<file path="src/core/tofi_pkg.sv">
// time-of-flight interrupt block: register map, field positions, reset values, states.
// assumes an 8-bit register port and a single core clock shared with the engine.
package tofi_pkg;

    // ******************************************
    // register offsets
    // ******************************************
    localparam logic [7:0] TOFI_OFF_CONTROL = 8'h00;
    localparam logic [7:0] TOFI_OFF_FLAGS = 8'h02;
    localparam logic [7:0] TOFI_OFF_MASK = 8'h03;
    localparam logic [7:0] TOFI_OFF_COARSE_HI = 8'h04;
    localparam logic [7:0] TOFI_OFF_COARSE_LO = 8'h05;
    localparam logic [7:0] TOFI_OFF_REFCLK_HI = 8'h06;
    localparam logic [7:0] TOFI_OFF_REFCLK_LO = 8'h07;

    // ******************************************
    // field positions
    // ******************************************
    localparam int TOFI_BIT_RESULT_READY = 0;
    localparam int TOFI_BIT_COARSE_OVF = 1;
    localparam int TOFI_BIT_REFCLK_OVF = 2;
    localparam int TOFI_BIT_BEGUN = 3;
    localparam int TOFI_BIT_DONE = 4;
    localparam int TOFI_BIT_MEASURE_GO = 0;
    localparam int TOFI_FLAG_W = 5;
    localparam int TOFI_MASK_W = 3;

    // ******************************************
    // reset values
    // ******************************************
    localparam logic [TOFI_FLAG_W-1:0] TOFI_FLAGS_RESET = 5'h00;
    localparam logic [TOFI_MASK_W-1:0] TOFI_MASK_RESET = 3'h7;
    localparam logic [7:0] TOFI_LIMIT_BYTE_RESET = 8'hFF;
    localparam logic [7:0] TOFI_ZERO_BYTE = 8'h00;

    // ******************************************
    // types
    // ******************************************
    typedef struct packed {
        logic [7:0] addr;
        logic [7:0] wdata;
        logic wr;
        logic rd;
    } tofi_bus_req_t;

    typedef struct packed {
        logic [15:0] coarse;
        logic [15:0] refclk;
    } tofi_counts_t;

    typedef enum logic [2:0] {
        TOFI_IDLE = 3'b001,
        TOFI_ARMED = 3'b010,
        TOFI_RUN = 3'b100
    } tofi_state_t;

    // a counter that skips past its limit still counts as reaching it
    function automatic logic tofi_limit_hit(input logic [15:0] count, input logic [15:0] limit);
        tofi_limit_hit = (count >= limit);
    endfunction : tofi_limit_hit

endpackage : tofi_pkg

</file>
<file path="src/core/tofi_limit_cmp.sv">
// overflow comparators for the coarse and reference-clock counters.
// assumes counts and limits are stable within the core clock domain.
`timescale 1ns/1ps
`default_nettype none
module tofi_limit_cmp
    import tofi_pkg::*;
(
    input wire tofi_counts_t counts,
    input wire logic [15:0] coarse_limit,
    input wire logic [15:0] refclk_limit,
    output logic coarse_hit,
    output logic refclk_hit
);

    // combinational so the hit is seen in the cycle the limit is reached; meas_abort follows one cycle later
    assign coarse_hit = tofi_limit_hit(counts.coarse, coarse_limit);
    assign refclk_hit = tofi_limit_hit(counts.refclk, refclk_limit);

endmodule : tofi_limit_cmp
`default_nettype wire

</file>
<file path="src/core/tofi_irq_ctrl.sv">
// interrupt flags, mask, overflow limits and measurement sequencing of a tof converter.
// assumes the measurement engine pulses start_seen and meas_finished for one cycle
// and presents its running counts on counts; the host uses the plain register port.
//
// Added by the designer: the plain strobed port.
`timescale 1ns/1ps
`default_nettype none

module tofi_irq_ctrl
    import tofi_pkg::*;
(
    input wire logic core_clk,
    input wire logic reset_n,
    input wire logic [7:0] reg_addr,
    input wire logic [7:0] reg_wdata,
    input wire logic reg_wr,
    input wire logic reg_rd,
    output logic [7:0] reg_rdata,
    input wire logic start_seen,
    input wire logic meas_finished,
    input wire tofi_counts_t counts,
    output logic meas_trigger,
    output logic meas_abort,
    output logic meas_busy,
    output logic irq_pin_n
);

    // ******************************************
    // reset release
    // ******************************************
    logic rst_meta_q;
    logic rst_n_q;

    always_ff @(posedge core_clk or negedge reset_n) begin
        if (!reset_n) begin
            rst_meta_q <= 1'b0;
            rst_n_q <= 1'b0;
        end else begin
            rst_meta_q <= 1'b1;
            rst_n_q <= rst_meta_q;
        end
    end

    // ******************************************
    // decode
    // ******************************************
    tofi_bus_req_t req;
    assign req = '{addr: reg_addr, wdata: reg_wdata, wr: reg_wr, rd: reg_rd};

    logic wr_flags;
    logic wr_mask;
    logic go_write;
    assign wr_flags = req.wr && (req.addr == TOFI_OFF_FLAGS);
    assign wr_mask = req.wr && (req.addr == TOFI_OFF_MASK);
    assign go_write = req.wr && (req.addr == TOFI_OFF_CONTROL) && req.wdata[TOFI_BIT_MEASURE_GO];

    // ******************************************
    // overflow limits
    // ******************************************
    logic [7:0] coarse_limit_high_q;
    logic [7:0] coarse_limit_low_q;
    logic [7:0] refclk_limit_high_q;
    logic [7:0] refclk_limit_low_q;

    // a low coarse byte of one is legal to store; the host is trusted to avoid it
    always_ff @(posedge core_clk or negedge rst_n_q) begin
        if (!rst_n_q) begin
            coarse_limit_high_q <= TOFI_LIMIT_BYTE_RESET;
            coarse_limit_low_q <= TOFI_LIMIT_BYTE_RESET;
            refclk_limit_high_q <= TOFI_LIMIT_BYTE_RESET;
            refclk_limit_low_q <= TOFI_LIMIT_BYTE_RESET;
        end else if (req.wr) begin
            if (req.addr == TOFI_OFF_COARSE_HI) coarse_limit_high_q <= req.wdata;
            if (req.addr == TOFI_OFF_COARSE_LO) coarse_limit_low_q <= req.wdata;
            if (req.addr == TOFI_OFF_REFCLK_HI) refclk_limit_high_q <= req.wdata;
            if (req.addr == TOFI_OFF_REFCLK_LO) refclk_limit_low_q <= req.wdata;
        end
    end

    logic coarse_hit;
    logic refclk_hit;

    tofi_limit_cmp u_limit_cmp (
        .counts(counts),
        .coarse_limit({coarse_limit_high_q, coarse_limit_low_q}),
        .refclk_limit({refclk_limit_high_q, refclk_limit_low_q}),
        .coarse_hit(coarse_hit),
        .refclk_hit(refclk_hit)
    );

    // ******************************************
    // measurement sequence
    // ******************************************
    tofi_state_t state_q;
    logic ovf_now;
    logic finish_now;
    logic begin_now;
    assign ovf_now = (state_q == TOFI_RUN) && (coarse_hit || refclk_hit);
    assign finish_now = (state_q == TOFI_RUN) && meas_finished && !ovf_now;
    assign begin_now = (state_q == TOFI_ARMED) && start_seen;

    // a new go restarts the sequence even mid-measurement; the old run is dropped
    always_ff @(posedge core_clk or negedge rst_n_q) begin
        if (!rst_n_q) begin
            state_q <= TOFI_IDLE;
        end else if (go_write) begin
            state_q <= TOFI_ARMED;
        end else begin
            unique case (state_q)
                TOFI_IDLE: state_q <= TOFI_IDLE;
                TOFI_ARMED: if (begin_now) state_q <= TOFI_RUN;
                TOFI_RUN: if (ovf_now || finish_now) state_q <= TOFI_IDLE;
                default: state_q <= TOFI_IDLE;
            endcase
        end
    end

    logic meas_trigger_q;
    logic meas_abort_q;
    logic meas_busy_q;

    always_ff @(posedge core_clk or negedge rst_n_q) begin
        if (!rst_n_q) begin
            meas_trigger_q <= 1'b0;
            meas_abort_q <= 1'b0;
            meas_busy_q <= 1'b0;
        end else begin
            meas_trigger_q <= go_write;
            meas_abort_q <= ovf_now && !go_write;
            meas_busy_q <= go_write || begin_now ||
                ((state_q != TOFI_IDLE) && !ovf_now && !finish_now);
        end
    end

    // ******************************************
    // flags and mask
    // ******************************************
    logic [TOFI_FLAG_W-1:0] flags_q;
    logic [TOFI_FLAG_W-1:0] flags_d;
    logic [TOFI_FLAG_W-1:0] flag_set;
    logic [TOFI_MASK_W-1:0] mask_q;

    always_comb begin
        flag_set = '0;
        flag_set[TOFI_BIT_RESULT_READY] = finish_now;
        flag_set[TOFI_BIT_DONE] = finish_now;
        flag_set[TOFI_BIT_BEGUN] = begin_now;
        flag_set[TOFI_BIT_REFCLK_OVF] = ovf_now && refclk_hit;
        flag_set[TOFI_BIT_COARSE_OVF] = ovf_now && coarse_hit;
        if (go_write) begin
            flags_d = TOFI_FLAGS_RESET;
        end else if (wr_flags) begin
            // set beats a same-cycle clear so no event is lost
            flags_d = (flags_q & ~req.wdata[TOFI_FLAG_W-1:0]) | flag_set;
        end else begin
            flags_d = flags_q | flag_set;
        end
    end

    always_ff @(posedge core_clk or negedge rst_n_q) begin
        if (!rst_n_q) begin
            flags_q <= TOFI_FLAGS_RESET;
        end else begin
            flags_q <= flags_d;
        end
    end

    always_ff @(posedge core_clk or negedge rst_n_q) begin
        if (!rst_n_q) begin
            mask_q <= TOFI_MASK_RESET;
        end else if (wr_mask) begin
            mask_q <= req.wdata[TOFI_MASK_W-1:0];
        end
    end

    // a mask write reaches the pin in the same cycle as the mask register itself
    logic [TOFI_MASK_W-1:0] mask_d;
    assign mask_d = wr_mask ? req.wdata[TOFI_MASK_W-1:0] : mask_q;

    // pin follows the next flags and mask so it moves with the registers it reflects
    logic irq_pin_n_q;
    always_ff @(posedge core_clk or negedge rst_n_q) begin
        if (!rst_n_q) begin
            irq_pin_n_q <= 1'b1;
        end else begin
            irq_pin_n_q <= ~|(flags_d[TOFI_MASK_W-1:0] & mask_d);
        end
    end

    // ******************************************
    // read port
    // ******************************************
    logic [7:0] rdata_q;
    logic [7:0] rdata_d;

    always_comb begin
        rdata_d = TOFI_ZERO_BYTE;
        if (req.rd) begin
            unique case (req.addr)
                TOFI_OFF_CONTROL: rdata_d[TOFI_BIT_MEASURE_GO] = (state_q != TOFI_IDLE);
                TOFI_OFF_FLAGS: rdata_d[TOFI_FLAG_W-1:0] = flags_q;
                TOFI_OFF_MASK: rdata_d[TOFI_MASK_W-1:0] = mask_q;
                TOFI_OFF_COARSE_HI: rdata_d = coarse_limit_high_q;
                TOFI_OFF_COARSE_LO: rdata_d = coarse_limit_low_q;
                TOFI_OFF_REFCLK_HI: rdata_d = refclk_limit_high_q;
                TOFI_OFF_REFCLK_LO: rdata_d = refclk_limit_low_q;
                default: rdata_d = TOFI_ZERO_BYTE;
            endcase
        end
    end

    always_ff @(posedge core_clk or negedge rst_n_q) begin
        if (!rst_n_q) begin
            rdata_q <= TOFI_ZERO_BYTE;
        end else begin
            rdata_q <= rdata_d;
        end
    end

    assign reg_rdata = rdata_q;
    assign meas_trigger = meas_trigger_q;
    assign meas_abort = meas_abort_q;
    assign meas_busy = meas_busy_q;
    assign irq_pin_n = irq_pin_n_q;
endmodule : tofi_irq_ctrl
`default_nettype wire

</file>
<file path="config.mk">
export PLATFORM = sky130hd
export DESIGN_NAME = tofi_irq_ctrl
export DESIGN_NICKNAME = d
export VERILOG_FILES = /design/src/core/tofi_pkg.sv /design/src/core/tofi_limit_cmp.sv /design/src/core/tofi_irq_ctrl.sv
export SDC_FILE = /design/constraint.sdc
export NUM_CORES = 1
export LEC_CHECK = 0
export ABC_CLOCK_PERIOD_IN_PS = 3200
export BUFFER_PORTS_ARGS = -buffer_cell sky130_fd_sc_hd__buf_2
export CAP_MARGIN = 20
export CORE_ASPECT_RATIO = 2
export CORE_MARGIN = 1.5
export CORE_UTILIZATION = 45
export DETAILED_ROUTE_END_ITERATION = 12
export PLACE_DENSITY = 0.67
export SYNTH_ARGS = -nofsm -noshare
export SYNTH_HDL_FRONTEND = slang
export SYNTH_SLANG_ARGS = --single-unit
</file>
<file path="constraint.sdc">
create_clock -name core_clk -period 3.2 [get_ports core_clk]
set_input_delay 0.48 -clock core_clk [delete_from_list [all_inputs] [get_ports core_clk]]
set_output_delay 0.48 -clock core_clk [all_outputs]
set_load 0.05 [all_outputs]
</file>
==> results.sh <==
export IMPL_status="finished, final reports clean"
export IMPL_syn_to_final_growth_pct=21.1
export IMPL_synth_top_family_by_area="simple AND/OR/NAND/NOR gates"
export IMPL_worstSetupStartpointType="flip-flop"
export IMPL_wirelength_um=7930
export IMPL_grt_pass1_vias=2712
export IMPL_hold_viol=0
export IMPL_power_leakage_nw=1.94
export IMPL_startpoint="coarse_limit_low_q[0]$_DFFE_PN1P_"
export IMPL_path_max_fanout=5
export IMPL_max_vdd_ir_drop_v=0.000262
export IMPL_cp_required_ns=3.45
export IMPL_cts_clk_slew_worst_paths_ns=0.05
export IMPL_io_pins=66
export IMPL_max_slew_margin_pct=39.2
export IMPL_yosys_register_bits=57
export IMPL_syn_instance_count=331
export IMPL_antenna_left=0
export IMPL_report_final_slew_viol_count=0
export IMPL_worstReg2RegEnd="irq_pin_n$_DFF_PN1_"
export IMPL_via_per_inst=5.37
export IMPL_yosys_area_share_adder_pct=12.0
export IMPL_core_area_um2=7210
export IMPL_synth_fp_nets=417
export IMPL_place_congestion=0.886
export IMPL_max_cap_viol_count=0
export IMPL_grt_max_degree=43
export IMPL_grt_setup_unrepaired="no"
export IMPL_start_util_pct=46.4
export IMPL_wl_met3_um=277
export IMPL_synth_compound_area_share_pct=12.0
export IMPL_cts_sinks=57
export IMPL_portBuffers=65
export IMPL_top_layer="met4"
export IMPL_synth_edff_count=0
export IMPL_slowest_stage="dfstp_2"
export IMPL_antenna_found_initial=0
export IMPL_dp_hpwl_um=6150
export IMPL_tightest_slew_ns=0.912
export IMPL_core_rowCount=44
export IMPL_setup_viol=0
export IMPL_r2r_start="coarse_limit_low_q[0]$_DFFE_PN1P_"
export IMPL_wl_met1_um=3100
export IMPL_die_h_um=125
export IMPL_dr_pass1_iters=4
export IMPL_min_path_type="reg2reg"
export IMPL_regToRegSetupSlack_ns=0.63
export IMPL_rr_worst_depth=7
export IMPL_syn_area_um2=3350
export IMPL_hold_depth=0
export IMPL_fin_crit_ns=2.57
export IMPL_grt_pass1_wl_um=12900
export IMPL_place_ws_ns=0.555
export IMPL_drt_iter0_drc=106
export IMPL_cts_inserted_buffers=9
export IMPL_overflow=0
export IMPL_tns_ns=0
export IMPL_critPathKind="reg2reg"
export IMPL_ys_flop_type="dfstp_2"
export IMPL_arrival_ns=2.83
export IMPL_cts_tree="built"
export IMPL_path_cells="ha_1 > nand2b_1 > a2111o_1 > a31oi_1 > o21ai_0 > or3_1 > o221a_2"
export IMPL_setup_slack_ns=0.626
export IMPL_synth_xor_area_share_pct=0
export IMPL_final_layout_size_suffix_gt1_share_pct=36.5
export IMPL_wl_per_cell_um=15.9
export IMPL_antenna_cells=0
export IMPL_ys_types=47
export IMPL_die_x_um=64.0
export IMPL_synth_area_per_cell_um2=10.1
export IMPL_fin_skew_ns=0.00467
export IMPL_num_vias=2673
export IMPL_holdCritStartpoint="rst_meta_q$_DFF_PN0_"
export IMPL_power_density_nw_per_um2=468
export IMPL_endpoint_kind="flip-flop"
export IMPL_htreeDepth=3
export IMPL_post_route_period_util_pct=80.4
export IMPL_grt_usage_pct=21.4
export IMPL_yosysWarningCount=0
export IMPL_synth_async_sr_flop_share_pct=100
export IMPL_route_detailed_drc=0
export IMPL_dieArea_um2=8000
export IMPL_cts_root_buffer="clkbuf_16"
export IMPL_synthMuxAreaShare_pct=11.6
export IMPL_cts_buffer_depth=2
export IMPL_synth_simple_area_share_pct=15.0
export IMPL_min_to="rst_n_q$_DFF_PN0_"
export IMPL_timing_fmax_ghz=0.389
export IMPL_ys_seq_area_share_pct=44.0
export IMPL_nets=488
export IMPL_insertion_delay_ns=0.32
export IMPL_max_stage_delay_ns=0.55
export IMPL_wl_met2_um=4260
==> how the worst max path moves through the flow <==
stage	endpoint	slack, ns	cells after the start
finish	irq_pin_n$_DFF_PN1_	0.63	7
global route	irq_pin_n$_DFF_PN1_	0.51	7
CTS	irq_pin_n$_DFF_PN1_	0.65	7
detailed placement	irq_pin_n$_DFF_PN1_	0.56	9
global placement	irq_pin_n$_DFF_PN1_	0.62	9
floorplan	irq_pin_n$_DFF_PN1_	0.85	8
==> power by group <==
group          internal (mW)  total, mW  switching [mW]
clock                  0.560      0.856           0.296
combinational          0.107      0.234           0.127
sequential             0.777      0.807          0.0298
total                   1.44       1.90           0.453
==> cell type report <==
class | count | area (µm²)
repair buffers | 69 | 358
flip-flops and latches | 57 | 1470
multi-input cells | 227 | 1700
well taps | 92 | 115
inverters | 38 | 143
clock buffers | 15 | 268
fillers | 668 | 3160
==> worst max-delay path: cells and delay by family (launching register included) <==
family / cells / cell delay, ns
fa+ha+maj: 1 / 0.22
flops: 1 / 0.55
compound gates: 4 / 1.14
simple gates: 2 / 0.60
==> Yosys cell counts (3+ instances only) <==
cell type	instances	area (µm²)
ha_1	32	400
nor3_1	4	20.0
mux2i_1	5	50.1
mux2_2	16	180
nor2_1	18	67.6
dfstp_2	37	972
dfrtp_1	20	500
mux4_2	7	158
clkbuf_1	5	18.8
or3_1	4	25.0
inv_1	37	139
o21ai_0	27	135
nand2b_1	6	37.5
nor3b_1	7	52.6
nand2_1	40	150
a21oi_1	22	110
nor2b_1	4	25.0
a31oi_1	4	25.0
nand3_1	3	15.0
==> repair_timing <==
item	CTS	global route
hold buffers	1	0
resized for setup	0	0
setup buffers	0	0
hold endpoints to repair	2	0
==> through the flow <==
stage          cell area, µm²  total power, mW  util [%]  hold WS, ns  cells
6_report                 4060             1.90      56.2        0.352    498
5_1_grt                  4060             1.98      56.2        0.372    498
4_1_cts                  4060             1.91      56.2        0.356    498
3_5_place_dp             3780             1.05      52.4        0.266    482
3_3_place_gp             3780             1.04      52.4        0.265    482
2_1_floorplan            3350            0.952         -        0.184    331
==> cell usage in the layout, fill, tap and decap left out, types with 2 or more instances in the layout <==
| master | instances |
|---|---|
| nand2_1 | 40 |
| mux2_2 | 16 |
| clkbuf_8 | 2 |
| or3_1 | 4 |
| a211oi_1 | 2 |
| mux4_2 | 7 |
| ha_1 | 32 |
| nand3_1 | 3 |
| nor3_1 | 4 |
| clkbuf_16 | 9 |
| o21ai_0 | 27 |
| nor3b_1 | 7 |
| nand2b_1 | 6 |
| dfrtp_1 | 19 |
| nor2b_1 | 4 |
| a21oi_1 | 22 |
| inv_1 | 37 |
| and4_1 | 2 |
| clkbuf_1 | 4 |
| nor2_1 | 18 |
| buf_4 | 3 |
| buf_2 | 65 |
| mux2i_1 | 5 |
| dfstp_2 | 37 |
| a31oi_1 | 4 |
| a22oi_1 | 2 |
==> metal layers <==
layer  GRT usage [%]  up-vias
met1            23.5     1287
met3            4.77       18
met4            12.3        0
met2            37.0       67
li1                -     1301
met5               0        -
==> logic make-up (layout without fill, tap and decap cells) <==
group                    Yosys count  after routing
multiplexers                      28             28
buffers and inverters             47            122
AND/OR/NAND/NOR                   98             98
adder cells (fa/ha/maj)           32             32
AO/OA/AOI/OAI                     68             68
flip-flops                        57             57
other                              1              1
==> registers in the layout (all words and copies together) (netlist names) <==
signal / cells
flags_q: 5
refclk_limit_high_q: 8
mask_q: 3
meas_trigger: 1
state_q: 3
reg_rdata: 8
rst_meta_q: 1
coarse_limit_low_q: 8
rst_n_q: 1
irq_pin_n: 1
refclk_limit_low_q: 8
coarse_limit_high_q: 8
meas_busy: 1
meas_abort: 1
(Power assumes the default switching activity.)
